[src/verilog/msrs_pkg.sv]
// Package: constants for the transfer-service request selector
package msrs_pkg;

    // ****************************************
    // Source count and widths
    // ****************************************
    localparam int MSRS_NUM_SRC = 23;
    localparam int MSRS_RANK_W = 5;
    localparam int MSRS_ADDR_W = 16;
    localparam int MSRS_KIND_W = 2;

    // ****************************************
    // Control word addresses, indexed by rank
    // ****************************************
    localparam logic [15:0] MSRS_CW_ADDR [0:22] = '{
        16'hFE06, 16'hFE08, 16'hFE0A, 16'hFE0C,
        16'hFE0E, 16'hFE10,
        16'hFE12, 16'hFE14,
        16'hFE16, 16'hFE18,
        16'hFE1A,
        16'hFE1C, 16'hFE1E,
        16'hFE20,
        16'hFE24, 16'hFE26,
        16'hFE28,
        16'hFE2C, 16'hFE2E,
        16'hFE32, 16'hFE34,
        16'hFE36,
        16'hFE38
    };

    // ****************************************
    // Reset values
    // ****************************************
    localparam logic [15:0] MSRS_ADDR_RST = 16'h0000;
    localparam logic [4:0] MSRS_RANK_RST = 5'h00;

    // ****************************************
    // Transfer-service kinds
    // ****************************************
    typedef enum logic [1:0] {
        MSRS_KIND_A = 2'h0,
        MSRS_KIND_B = 2'h1,
        MSRS_KIND_C = 2'h2,
        MSRS_KIND_CNT = 2'h3
    } msrs_kind_t;

    // ****************************************
    // Selector states (Gray along the path)
    // ****************************************
    typedef enum logic [1:0] {
        MSRS_IDLE = 2'h0,
        MSRS_GRANT = 2'h1,
        MSRS_WAIT = 2'h3
    } msrs_state_t;

endpackage

[src/verilog/msrs_select.sv]
// Module: fixed-rank transfer-service request selector
`timescale 1ns/100ps
`default_nettype none

// Behaviour
// - Twenty-three request sources, each with own rank and control word.
// - Each source carries one of four transfer kinds, set per source.
// - Fixed rank alone orders simultaneous requests.
// - Pin edges 0-3 are ranks 0-3 at FE06, FE08, FE0A, FE0C.
// - Timer 0 matches are ranks 4, 5 at FE0E, FE10.
// - Timer 1 matches, either width, ranks 6, 7 at FE12, FE14.
// - Timer 2 matches, either width, ranks 8, 9 at FE16, FE18.
// - Timer 3 match, either width, rank 10 at FE1A.
// - Pin edges 4, 5 are ranks 11, 12 at FE1C, FE1E.
// - Conversion done is rank 13 at FE20.
// - Serial 1 receive/clocked end rank 14 FE24; transmit end rank 15 FE26.
// - Dedicated clocked serial end is rank 16 at FE28.
// - Serial 2 receive/clocked end rank 17 FE2C; transmit end rank 18 FE2E.
// - Network bus access rank 19 FE32; error or end rank 20 FE34.
// - Watch timer output is rank 21 at FE36.
// - Clocked serial 3 end is rank 22 at FE38.
// - Any unmasked, enabled pending transfer request goes before vectored interrupts.
// - Global enable and in-service priority do not block transfer requests.
// - A source with its mask flag set stays pending and is not granted until the flag clears.
module msrs_select (
    // Clock and reset
    input wire logic mclk,
    input wire logic rstn,
    // Pin edge sources
    input wire logic pin_edge_req_0,
    input wire logic pin_edge_req_1,
    input wire logic pin_edge_req_2,
    input wire logic pin_edge_req_3,
    input wire logic pin_edge_req_4,
    input wire logic pin_edge_req_5,
    // Timer sources; wide and narrow compares are merged by the timers
    input wire logic tmr0_match_a_req,
    input wire logic tmr0_match_b_req,
    input wire logic tmr1_match_a_req,
    input wire logic tmr1_match_b_req,
    input wire logic tmr2_match_a_req,
    input wire logic tmr2_match_b_req,
    input wire logic tmr3_match_req,
    // Converter, serial, network and watch sources
    input wire logic adc_done_req,
    input wire logic uart1_rx_done_req,
    input wire logic sio1_xfer_done_req,
    input wire logic uart1_tx_done_req,
    input wire logic sio0_xfer_done_req,
    input wire logic uart2_rx_done_req,
    input wire logic sio2_xfer_done_req,
    input wire logic uart2_tx_done_req,
    input wire logic netbus_access_req,
    input wire logic netbus_err_end_req,
    input wire logic watch_tick_req,
    input wire logic sio3_xfer_done_req,
    // Per-source configuration, bit index is rank; service_kind takes two bits per rank at 2*rank
    input wire logic [msrs_pkg::MSRS_NUM_SRC-1:0] source_mask_flags,
    input wire logic [msrs_pkg::MSRS_NUM_SRC-1:0] service_enable,
    input wire logic [2*msrs_pkg::MSRS_NUM_SRC-1:0] service_kind,
    // Sequencer handshake
    input wire logic seq_done,
    // Grant to sequencer
    output logic grant_valid,
    output logic [msrs_pkg::MSRS_RANK_W-1:0] grant_rank,
    output logic [msrs_pkg::MSRS_ADDR_W-1:0] grant_cw_addr,
    output logic [msrs_pkg::MSRS_KIND_W-1:0] grant_kind,
    output logic vector_hold,
    output logic [msrs_pkg::MSRS_NUM_SRC-1:0] pending_flags
);
    import msrs_pkg::*;

    // ****************************************
    // Request gathering
    // ****************************************
    logic [MSRS_NUM_SRC-1:0] raw_req;
    logic [MSRS_NUM_SRC-1:0] pend_reg;
    logic [MSRS_NUM_SRC-1:0] pend_next;
    logic [MSRS_NUM_SRC-1:0] clr_vec;
    logic [MSRS_NUM_SRC-1:0] elig;
    logic any_elig;
    logic [MSRS_RANK_W-1:0] win_rank;
    msrs_state_t state_reg;

    // One line per rank; serial roles share one source and are ORed
    always_comb begin
        raw_req[0] = pin_edge_req_0;
        raw_req[1] = pin_edge_req_1;
        raw_req[2] = pin_edge_req_2;
        raw_req[3] = pin_edge_req_3;
        raw_req[4] = tmr0_match_a_req;
        raw_req[5] = tmr0_match_b_req;
        raw_req[6] = tmr1_match_a_req;
        raw_req[7] = tmr1_match_b_req;
        raw_req[8] = tmr2_match_a_req;
        raw_req[9] = tmr2_match_b_req;
        raw_req[10] = tmr3_match_req;
        raw_req[11] = pin_edge_req_4;
        raw_req[12] = pin_edge_req_5;
        raw_req[13] = adc_done_req;
        raw_req[14] = uart1_rx_done_req | sio1_xfer_done_req;
        raw_req[15] = uart1_tx_done_req;
        raw_req[16] = sio0_xfer_done_req;
        raw_req[17] = uart2_rx_done_req | sio2_xfer_done_req;
        raw_req[18] = uart2_tx_done_req;
        raw_req[19] = netbus_access_req;
        raw_req[20] = netbus_err_end_req;
        raw_req[21] = watch_tick_req;
        raw_req[22] = sio3_xfer_done_req;
    end

    // ****************************************
    // Pending flags
    // ****************************************
    // No global enable or level input exists here on purpose
    assign elig = pend_reg & ~source_mask_flags & service_enable;
    assign any_elig = |elig;

    // Lowest set index wins; scanned downward so the smallest rank lands last
    always_comb begin
        win_rank = MSRS_RANK_RST;
        for (int i = MSRS_NUM_SRC - 1; i >= 0; i--) begin
            if (elig[i]) begin
                win_rank = MSRS_RANK_W'(i);
            end
        end
    end

    always_comb begin
        clr_vec = '0;
        if (state_reg == MSRS_WAIT && seq_done) begin
            clr_vec[grant_rank] = 1'b1;
        end
    end

    // A new edge in the clearing cycle survives the clear
    assign pend_next = (pend_reg & ~clr_vec) | raw_req;

    always_ff @(posedge mclk or negedge rstn) begin
        if (!rstn) begin
            pend_reg <= '0;
        end else begin
            pend_reg <= pend_next;
        end
    end

    always_ff @(posedge mclk or negedge rstn) begin
        if (!rstn) begin
            pending_flags <= '0;
        end else begin
            pending_flags <= pend_next;
        end
    end

    // ****************************************
    // Grant sequencing
    // ****************************************
    always_ff @(posedge mclk or negedge rstn) begin
        if (!rstn) begin
            state_reg <= MSRS_IDLE;
            grant_valid <= 1'b0;
            grant_rank <= MSRS_RANK_RST;
            grant_cw_addr <= MSRS_ADDR_RST;
            grant_kind <= 2'h0;
        end else begin
            case (state_reg)
                MSRS_IDLE: begin
                    if (any_elig) begin
                        state_reg <= MSRS_GRANT;
                        grant_valid <= 1'b1;
                        grant_rank <= win_rank;
                        grant_cw_addr <= MSRS_CW_ADDR[win_rank];
                        grant_kind <= service_kind[2*win_rank +: 2];
                    end
                end
                MSRS_GRANT: begin
                    state_reg <= MSRS_WAIT;
                end
                MSRS_WAIT: begin
                    if (seq_done) begin
                        state_reg <= MSRS_IDLE;
                        grant_valid <= 1'b0;
                    end
                end
                default: begin
                    state_reg <= MSRS_IDLE;
                    grant_valid <= 1'b0;
                end
            endcase
        end
    end

    // ****************************************
    // Vectored interrupt hold-off
    // ****************************************
    // Held while any eligible request waits or a grant is open
    always_ff @(posedge mclk or negedge rstn) begin
        if (!rstn) begin
            vector_hold <= 1'b0;
        end else begin
            vector_hold <= (|(pend_next & ~source_mask_flags & service_enable))
                | (state_reg != MSRS_IDLE && !(state_reg == MSRS_WAIT && seq_done));
        end
    end

endmodule
`default_nettype wire

[config.mk]
export PLATFORM = sky130hd
export DESIGN_NAME = msrs_select
export DESIGN_NICKNAME = d
export VERILOG_FILES = /design/src/verilog/msrs_pkg.sv /design/src/verilog/msrs_select.sv
export SDC_FILE = /design/constraint.sdc
export NUM_CORES = 1
export LEC_CHECK = 0
export CORE_MARGIN = 2
export CORE_UTILIZATION = 60
export DETAILED_ROUTE_END_ITERATION = 16
export DONT_BUFFER_PORTS = 1
export GPL_TIMING_DRIVEN = 0
export HOLD_SLACK_MARGIN = 0.03
export PLACE_DENSITY = 0.76
export SLEW_MARGIN = 20
export SYNTH_ARGS = -nofsm -noshare
export SYNTH_HDL_FRONTEND = slang
export SYNTH_SLANG_ARGS = --single-unit
[constraint.sdc]
create_clock -name mclk -period 3.1 [get_ports mclk]
set_input_delay 0.31 -clock mclk [delete_from_list [all_inputs] [get_ports mclk]]
set_output_delay 0.31 -clock mclk [all_outputs]
set_load 0.05 [all_outputs]
==> results.md, run 1 <==
* Number of global-route vias before repair at between 2,000 and 3,000
* First-pass GRT wire length at 14.4 mm
* Port Buffers at 0
* CP max FO at 13
* Logic pwr share at approximately a third
* Switching share of total power at 47.2%
* WP data required at 3260 ps
* CTS root buffer: clkbuf_8
* Residual DRC at 0
* Synth Area in Adders at 2.35%
* Post-synthesis mux area share at 5.53%
* Drt first pass iters at 5
* Crit path kind: reg -> reg
* Setup Fix Bufs, Post-CTS at 0
* Clock Latency Late Sink at 290 ps
* P_sw at between 1 and 1.5 mW
* RSZ-0062 raised after global routing: false
* Synth Area in Compound Gates at 21.7%
* Setup violators final at 0
* Main combinational cell family by area after synthesis: simple AND/OR/NAND/NOR gates
* Most used cell, CP: buf_12
* Post-DP HPWL at 7.30 mm
* Largest register FFs at 23
* Num ports at 168
* Setup TNS at 0 ps
* CP Cell Sequence: and3b_1, o21ai_1, a21o_1, o21ai_4, and2_4, buf_12, inv_6, buf_12, mux2i_1, o22ai_1, o32ai_1, a2bb2oi_1
* Final Power at between 2 and 2.5 mW
* Row count at 26
* Initial core utilization at between 60% and 70%
* Max H-tree Level at 2
* Fin. Hold Viols at 0
* Post-Syn Area at 3190 um^2
* Most common cell in the synthesized netlist: nand2_1
* Grt ovf at 0
* Clk buf depth at 2
* CP peak stage delay at 680 ps
* Die width at 77.0 um
* CTS tree: built
* #FFs+latches synth at 40
* DRT antenna net count at 0
* Clock share of power at 20.3%
* CP startpoint kind: flop
* Pin count of the biggest net entering global routing at 41
* Netlist cell types at 69
* Fin crit share at 93.2%
* Total number of vias at approximately 3,000
* Worst setup EP type: flop
* Measured slew at the worst slew-check pin at 767 ps
* Final net count at roughly 500
* Post-synth EDFFs at 0
* Mapped Cells at 364
* Synth top area share at 31.3%
* WL final at 9.27 mm
* Slew Viols, Final at 0
* Share of flip-flops with an asynchronous set or reset at between 90% and 100%
* Initial drt markers at 181
* Post-synthesis sequential area ratio at about a third
* Pint at approximately 1.2 mW
* Filler cells at 434
* Synth cell count leaders: nand2_1, dfrtp_1, nand3b_1
* Status: completed
* Post-synthesis xor/xnor area fraction at 0%
* Ant diodes at 0
* Fin crit period at 2890 ps
* Max-Slew Margin vs Limit at between 40% and 50%
* Power per cell area at 667 nW/um^2
* Largest Register: pending_flags
* Main synth FF type: dfrtp_1
* Sequential share of power at 45.7%
* Die height at 77.0 um
* Synth Area in Simple Gates at 32.7%
* Top delay family on crit path: compound AO/OA/AOI/OAI gates
* Worst min path class: in -> reg
* Area added between synthesis and finish at 8.07%
* Slowest cell on crit path: dfrtp_1
* Worst-path clk slew at roughly 80 ps
* CP arrival at 3050 ps
* Core Footprint at 5110 um^2
* Synth area leader: dfrtp_1
* Worst path buffer plus inverter count at 3
* Synth area leaders: dfrtp_1, nand3b_1, nand2_1
* Overall routing resource usage at 30.7%
* CTS buffer count at 5
* Synth Warn # at 0
* Maxcap violations at 0
* Clock Sinks at 40
* Fraction of layout cells with a size suffix above 1 at between 10 and 15%
* Die ar. at 5920 um^2
* Mapped Avg Cell Area at 8.77 um^2
* Max Clock Skew at about 8.4 ps
* FF-to-FF setup slack at about 210 ps
* Lkg Pwr at 1.37 nW
* Max VDD drop at 0.587 mV
* Routed WL per cell at 20.7 um
* Final GP Congestion at around 0.92
* F_max at 346 MHz
* Initial antenna violation count at 0
* Vias per cell at around 6.7
* Top Registers: pending_flags: 23 flops, grant_cw_addr: 6 flops, grant_rank: 5 flops
-- path summary, 6_finish.rpt --
kind	start	endpoint	cells past startpoint
max	pending_flags[13]	grant_kind[0]	12
min	tmr1_match_b_req	pending_flags[7]	1
max reg2reg	pending_flags[13]	grant_kind[0]	12
min reg2reg	state_reg[1]	state_reg[0]	1
max in group asynchronous	rstn	pending_flags[21]	2
min in group asynchronous	rstn	pending_flags[14]	2
-- cells by family (layout without fill, tap and decap cells) --
| kind of cell | Yosys count | after routing |
|---|---|---|
| multiplexers | 17 | 17 |
| other | 1 | 4 |
| AND/OR/NAND/NOR | 171 | 171 |
| AO/OA/AOI/OAI | 99 | 99 |
| flip-flops | 40 | 40 |
| buffers and inverters | 30 | 40 |
| adder cells (fa/ha/maj) | 6 | 6 |
-- power by group through the flow --
stage               clock network, mW  logic [mW]  registers, mW
global placement                    0       0.740           1.06
detailed placement                  0       0.752           1.06
floorplan                           0       0.585           1.03
finish                          0.468       0.781           1.05
global route                    0.493       0.861           1.07
CTS                             0.476       0.772           1.05
-- stage by stage --
| step | util [%] | setup slack [ps] | cells | hold WS [ps] | cell area (um^2) |
|---|---|---|---|---|---|
| detailed placement | 64.5 | 155 | 437 | 15.5 | 3290 |
| CTS | 67.5 | 135 | 447 | 122 | 3450 |
| floorplan | - | 606 | 367 | 14.4 | 3200 |
| global route | 67.6 | 0.810 | 447 | 121 | 3450 |
| finish | 67.6 | 211 | 447 | 123 | 3450 |
| global placement | 64.5 | 227 | 437 | 15.2 | 3290 |
-- layout make-up --
cell class              instances  area, um^2  area share [%]
flip-flops and latches         40        1000            29.1
inverters                       9        38.8            1.12
clock inverters                 1        30.0           0.870
repair buffers                  2        30.0           0.870
clock buffers                   7        96.3            2.79
well taps                      70        87.6            2.54
plain buffers                  21         161            4.68
multi-input cells             297        2000            58.0
-- cells in the final DEF (no fill, tap or decap), types with 3 or more instances in the layout --
cell and count:
nor2b_1 5, nor3_1 6, mux2_2 4, buf_4 11, o22ai_1 4, nand4_1 6, clkbuf_1 6, nand2b_1 13
clkbuf_8 7, nor3b_1 3, mux2i_1 12, nand3_1 10, nor2_1 15, a31oi_1 4, o21ai_0 22, nand3b_4 3
o21ai_1 9, buf_12 3, a21o_1 11, a21boi_0 3, and2_1 5, nand2_1 45, and3b_1 11, a21oi_1 8
o211ai_1 8, nand3b_1 32, ha_1 6, conb_1 4, inv_1 7, dfrtp_1 38, o21a_1 3
-- per-layer routing --
layer / track usage [%] / up-vias / wire length (um)
li1: - / 1363 / -
met1: 40.7 / 1437 / 3720
met5: 0 / - / 0
met4: 8.91 / 0 / 132
met2: 49.1 / 179 / 4370
met3: 8.24 / 19 / 1050
-- what timing repair did --
item                                   in CTS  in global routing
setup endpoints to repair                   0                  3
hold buffers                                2                  0
endpoints found under the hold margin      40                  0
gates resized for setup                     0                  2
No activity file was read; power rests on OpenSTA's default activity.
==> inputs of run 2 (changes only) <==
--- a/config.mk
+++ b/config.mk
@@ -5,7 +5,6 @@
 export SDC_FILE = /design/constraint.sdc
 export NUM_CORES = 1
 export LEC_CHECK = 0
-export CORE_MARGIN = 2
 export CORE_UTILIZATION = 60
 export DETAILED_ROUTE_END_ITERATION = 16
 export DONT_BUFFER_PORTS = 1
==> run 2 against run 1 <==
Effect of this change: global-route usage increased by 1.3 points; clock skew about the same; flip-flop and latch count unchanged; critical path depth unchanged; worst setup slack got worse by 73 ps; wire length decreased by 2.3%; final cell count unchanged; hold slack got worse by 4.7 ps; clock power decreased by 6.6%; via count decreased by 1.4%; critical endpoint unchanged; largest cell class unchanged.
==> results.md, run 2 (synthesis gave the netlist of run 1 again) <==
* CP max FO at 13 (unchanged)
* CTS tree: built
* Overall routing resource usage at 31.9% (+1.3 points)
* Status: completed
* Worst-path clk slew at 90 ps (about the same)
* Max VDD drop at 0.560 mV (-4.5%)
* Setup violators final at 0 (unchanged)
* Area added between synthesis and finish at 7.52%
* Initial core utilization at 62.5% (unchanged)
* Final net count at 502 (unchanged)
* Drt first pass iters at 5 (unchanged)
* Fin. Hold Viols at 0 (unchanged)
* RSZ-0062 raised after global routing: false
* Clk buf depth at 2 (unchanged)
* Clock Latency Late Sink at 300 ps (about the same)
* Final GP Congestion at 0.919 (-0.51%)
* Final WS setup at 138 ps (-73.1 ps)
* Slew Viols, Final at 0 (unchanged)
* Setup TNS at 0 ps (unchanged)
* Setup Fix Bufs, Post-CTS at 0 (unchanged)
* CP startpoint kind: flop
* Die ar. at 5620 um^2 (-5.1%)
* Top Registers: pending_flags: 23 flops, grant_cw_addr: 6 flops, grant_rank: 5 flops
* Core Footprint at 5110 um^2 (unchanged)
* Most frequent cells in the layout: nand2_1, dfrtp_1, nand3b_1
* Worst min path class: in -> reg
* Multi-input logic area at 2000 um^2 (unchanged)
* First-pass GRT wire length at 13.3 mm (-7.7%)
* Number of global-route vias before repair at 2,772 (-5.1%)
* FF/Latch Area at 1000 um^2 (-0.25%)
* WP data required at 3270 ps (about the same)
* Power per cell area at 660 nW/um^2 (-1.0%)
* Largest register FFs at 23 (unchanged)
* WL final at 9.06 mm (-2.3%)
* Routed WL per cell at 20.3 um (-2.3%)
* Measured slew at the worst slew-check pin at 731 ps (-35.8 ps)
* Max H-tree Level at 2 (unchanged)
* Die width at 75.0 um (-2.6%)
* Fin crit share at 95.5% (+2.4 points)
* CP arrival at 3130 ps (+80 ps)
* Worst setup EP type: flop
* Ant diodes at 0 (unchanged)
* Crit path kind: reg -> reg
* Num ports at 168 (unchanged)
* Max-Slew Margin vs Limit at 51.0% (+2.4 points)
* Max Clock Skew at 8.13 ps (-0.287 ps)
* Maxcap violations at 0 (unchanged)
* Post-DP HPWL at 7.03 mm (-3.7%)
* Vias per cell at 6.62 (-1.4%)
* Lkg Pwr at 1.36 nW (-0.71%)
* DRT antenna net count at 0 (unchanged)
* Port Buffers at 0 (unchanged)
* Placed cell count at 437 (unchanged)
* Filler cells at 459 (+5.8%)
* Largest Register: pending_flags
* CTS root buffer: clkbuf_8
* Post-Place Worst Slack at 222 ps (+67.1 ps)
* Commonest non-fill, non-tap cell in the layout: nand2_1
* Residual DRC at 0 (unchanged)
* Clock Sinks at 40 (unchanged)
* Fraction of layout cells with a size suffix above 1 at 11.7% (-0.53 points)
* F_max at 338 MHz (-2.5%)
* Non-filler cells, final at 447 (unchanged)
* Total number of vias at 2,957 (-1.4%)
* CTS buffer count at 5 (unchanged)
* Grt ovf at 0 (unchanged)
* Row count at 26 (unchanged)
* Initial drt markers at 281 (+55%)
* Die height at 75.0 um (-2.6%)
* Initial antenna violation count at 0 (unchanged)
* Fin crit period at 2960 ps (+73.1 ps)
* Pin count of the biggest net entering global routing at 41 (unchanged)
==> run 2: path summary, 6_finish.rpt <==
kind                            slack, ps                from           endpoint  depth (start not counted)
min in group asynchronous             480                rstn   pending_flags[9]                          2
worst min-delay path                  120  sio3_xfer_done_req  pending_flags[22]                          1
max in group asynchronous            2420                rstn      grant_rank[2]                          2
worst max register to register        140    pending_flags[4]      grant_kind[0]                         12
worst min register to register        540        state_reg[1]       state_reg[0]                          1
worst max-delay path                  140    pending_flags[4]      grant_kind[0]                         12
==> run 2: per-stage QoR <==
step                hold slack (ps)  util [%]  power (mW)  cell area, um^2
global route                    110      67.2        2.39             3430
floorplan                      14.4         -        1.61             3200
CTS                             112      67.2        2.26             3430
finish                          119      67.2        2.27             3430
global placement               15.2      64.5        1.79             3290
detailed placement             15.4      64.5        1.81             3290
==> run 2: timing repair <==
item,in CTS,in global routing
hold buffers,2,0
hold endpoints to repair,40,0
resized for setup,0,0
==> run 2: area by class of cell <==
cell class                 count  area share, %
clock inverter                 3           1.24
timing repair buffer           2          0.875
sequential                    40           29.2
tap                           70           2.55
multi-input combinational    297           58.3
inverter                       9           1.13
clock buffer                   5           2.00
buffer                        21           4.70
==> run 2: routing by layer <==
metal  up-vias  track usage, %  wire length (um)
met5         -               0                 0
met4         0            9.22               152
met3        21            8.84              1050
met2       194            48.9              4130
met1      1380            44.2              3720
li1       1362               -                 -
==> run 2: worst max-delay path, stage by stage, from the launching register on <==
cell and delay [ps]:
dfrtp_1 680, nand3b_1 290, o21ai_1 220, nand2_1 140, and2_1 200, and2_4 180, buf_12 150, inv_6 80
buf_12 140, mux2i_1 190, o22ai_1 110, o32ai_1 350, a2bb2oi_1 120
==> run 2: power by group <==
group,internal (mW),total [mW],switching [mW]
clock,0.238,0.437,0.199
sequential,0.621,1.05,0.430
combinational,0.310,0.779,0.470
==> inputs of run 3 (changes only) <==
==> constraint.sdc (replaced) <==
create_clock -name mclk -period 2.75 [get_ports mclk]
set_input_delay 0.275 -clock mclk [delete_from_list [all_inputs] [get_ports mclk]]
set_output_delay 0.275 -clock mclk [all_outputs]
set_load 0.05 [all_outputs]
==> run 3 against run 2 <==
Effect of this change: first-iteration DRC count shrank 8.5%; combinational power grew 19%; non-clock buffer count grew 5; flip-flop and latch count is the same; register-to-register slack lost 40 ps; clock-buffer cell count is the same; wire length grew 2.3%; global-route usage grew 0.22 points; critical path depth is the same; clock skew is essentially flat; sequential share of layout area shrank 0.19 points; largest power group unchanged.
==> results.md, run 3 (synthesis gave the netlist of run 1 again) <==
* Slew Viols, Final at 0 (unchanged)
* Worst-path clk slew at 90 ps (about the same)
* P_sw at 1.26 mW (+15%)
* Maxcap violations at 0 (unchanged)
* Overall routing resource usage at 32.2% (+0.22 points)
* Port Buffers at 0 (unchanged)
* Max Clock Skew at 8.26 ps (+0.137 ps)
* Pint at 1.35 mW (+16%)
* FF-to-FF path depth at 12 (unchanged)
* Worst setup EP type: flop
* Post-DP HPWL at 7.03 mm (unchanged)
* Sequential share of power at 45.6% (-0.8 points)
* Die ar. at 5620 um^2 (unchanged)
* WHS Path Cells at 1 (unchanged)
* CP Cell Sequence: nand3b_1, o21ai_1, nand2_1, and2_1, and2_4, buf_12, inv_6, buf_12, mux2i_1, o22ai_1, o32ai_2, a2bb2oi_1
* Final GP Congestion at 0.919 (unchanged)
* CTS tree: built
* CP max FO at 13 (unchanged)
* DRT antenna net count at 0 (unchanged)
* Initial antenna violation count at 0 (unchanged)
* Final net count at 507 (+1.0%)
* Clock share of power at 18.9% (-0.4 points)
* WP data required at 2930 ps (-340 ps)
* Final Power at 2.62 mW (+15%)
* WL final at 9.26 mm (+2.3%)
* Total number of vias at 3,011 (+1.8%)
* Die height at 75.0 um (unchanged)
* Fin crit period at 2660 ps (-307 ps)
* Fin. Hold Viols at 0 (unchanged)
* Fin crit share at 96.5% (+1.0 points)
* Drt first pass iters at 5 (unchanged)
* Core Footprint at 5110 um^2 (unchanged)
* Die width at 75.0 um (unchanged)
* Power per cell area at 736 nW/um^2 (+11%)
* CTS buffer count at 5 (unchanged)
* Max VDD drop at 0.637 mV (+14%)
* Routed WL per cell at 20.5 um (+1.1%)
* Logic pwr share at 35.5% (+1.1 points)
* Setup violators final at 0 (unchanged)
* Ant diodes at 0 (unchanged)
* Most frequent cells in the layout: nand2_1, nand3b_1, dfrtp_2
* Worst min path class: in -> reg
* Row count at 26 (unchanged)
* Initial core utilization at 62.5% (unchanged)
* Fraction of layout cells with a size suffix above 1 at 21.7% (+10 points)
* CP peak stage delay at 550 ps (-130 ps)
* Hold Path Sink: pending_flags[22]
* Commonest non-fill, non-tap cell in the layout: nand2_1
* F_max at 377 MHz (+12%)
* Hold Path Origin: sio3_xfer_done_req
* Worst flop-to-flop path endpoint: grant_kind[0]
* Grt ovf at 0 (unchanged)
* Most used cell, CP: buf_12
* CP startpoint kind: flop
* FF-to-FF setup slack at 90 ps (-40 ps)
* CP arrival at 2830 ps (-300 ps)
* Largest Register: pending_flags
* Measured slew at the worst slew-check pin at 600 ps (-131 ps)
* Pin count of the biggest net entering global routing at 41 (unchanged)
* First-pass GRT wire length at 13.3 mm (+0.52%)
* Largest register FFs at 23 (unchanged)
* Residual DRC at 0 (unchanged)
* FF-to-FF Start: pending_flags[4]
* Initial drt markers at 257 (-8.5%)
* Filler cells at 431 (-6.1%)
* Clk buf depth at 2 (unchanged)
* Lkg Pwr at 1.40 nW (+2.8%)
* Max-Slew Margin vs Limit at 59.7% (+8.7 points)
* Crit path kind: reg -> reg
* Top Registers: pending_flags: 23 flops, grant_cw_addr: 6 flops, grant_rank: 5 flops
* CTS root buffer: clkbuf_8
* Num ports at 168 (unchanged)
* Clock Latency Late Sink at 300 ps (about the same)
* Max H-tree Level at 2 (unchanged)
* Number of global-route vias before repair at 2,779 (+0.25%)
* Utilization after layout at 69.6% (+2.4 points)
* Clock Sinks at 40 (unchanged)
* Vias per cell at 6.66 (+0.70%)
* Switching share of total power at 48.3% (-0.15 points)
* Slowest cell on crit path: dfrtp_2
* Area added between synthesis and finish at 11.3%
* Status: completed
-- run 3: cell types whose count changed in the layout (fill, tap and decap cells not counted), sizes merged --
cell | previous run | this run
buf | 16 | 21
-- run 3: worst max-delay path: cells and delay by family, from the launching register on --
family	cells	cell delay, ps
DFF	1	550
and+or+nand+nor	4	690
AOI/OAI and AO/OA	4	730
muxes	1	190
buffers and inverters	3	370
-- run 3: how the worst max path moves through the flow --
stage | start | to | slack (ps) | cells after the start
after CTS | pending_flags[0] | grant_kind[0] | 20 | 9
after floorplan | pending_flags[4] | grant_kind[0] | 260 | 12
after global routing | pending_flags[21] | grant_kind[1] | -0.04 | 12
after detailed placement | pending_flags[4] | grant_kind[0] | -130 | 12
after global placement | pending_flags[4] | grant_kind[0] | -120 | 12
final | pending_flags[4] | grant_kind[0] | 90 | 12
-- run 3: power by group through the flow --
stage	Clock (mW)	Sequential, mW	Combinational (mW)
after CTS	0.504	1.19	0.863
after global placement	0	1.19	0.829
after detailed placement	0	1.20	0.841
after floorplan	0	1.16	0.659
final	0.495	1.19	0.929
after global routing	0.520	1.21	1.02
-- run 3: metrics by stage --
step	hold WS (ps)	cells	area (um^2)	setup WS (ps)	TNS, ps
6_report	79.1	452	3550	95.0	0
5_1_grt	75.1	452	3550	-0.0373	-0.0373
4_1_cts	77.0	447	3450	15.0	0
3_5_place_dp	-19.6	437	3290	-128	-167
3_3_place_gp	-19.8	437	3290	-120	-139
2_1_floorplan	-20.6	367	3200	256	0
-- run 3: final cells by class --
class,instances,area (um^2),share of cell area (%)
Multi-Input combinational cell,297,2050,57.8
Sequential cell,40,1030,29.0
Buffer,21,166,4.68
Tap cell,70,87.6,2.46
Clock buffer,5,68.8,1.94
Timing Repair Buffer,7,67.6,1.90
Clock inverter,3,42.5,1.20
Inverter,9,38.8,1.09
-- run 3: repair_timing --
action,CTS,global route
hold buffers,2,0
gates resized for setup,13,28
setup buffers,0,5
pin swaps,0,8
endpoints found under the setup margin,7,12
hold endpoints to repair,40,0
-- run 3: per-layer routing --
metal  track usage, %  part of all wire [%]
met1             44.0                    41
met2             49.9                    46
met3             8.97                    12
met4             9.01                   2.0
met5                0                     0
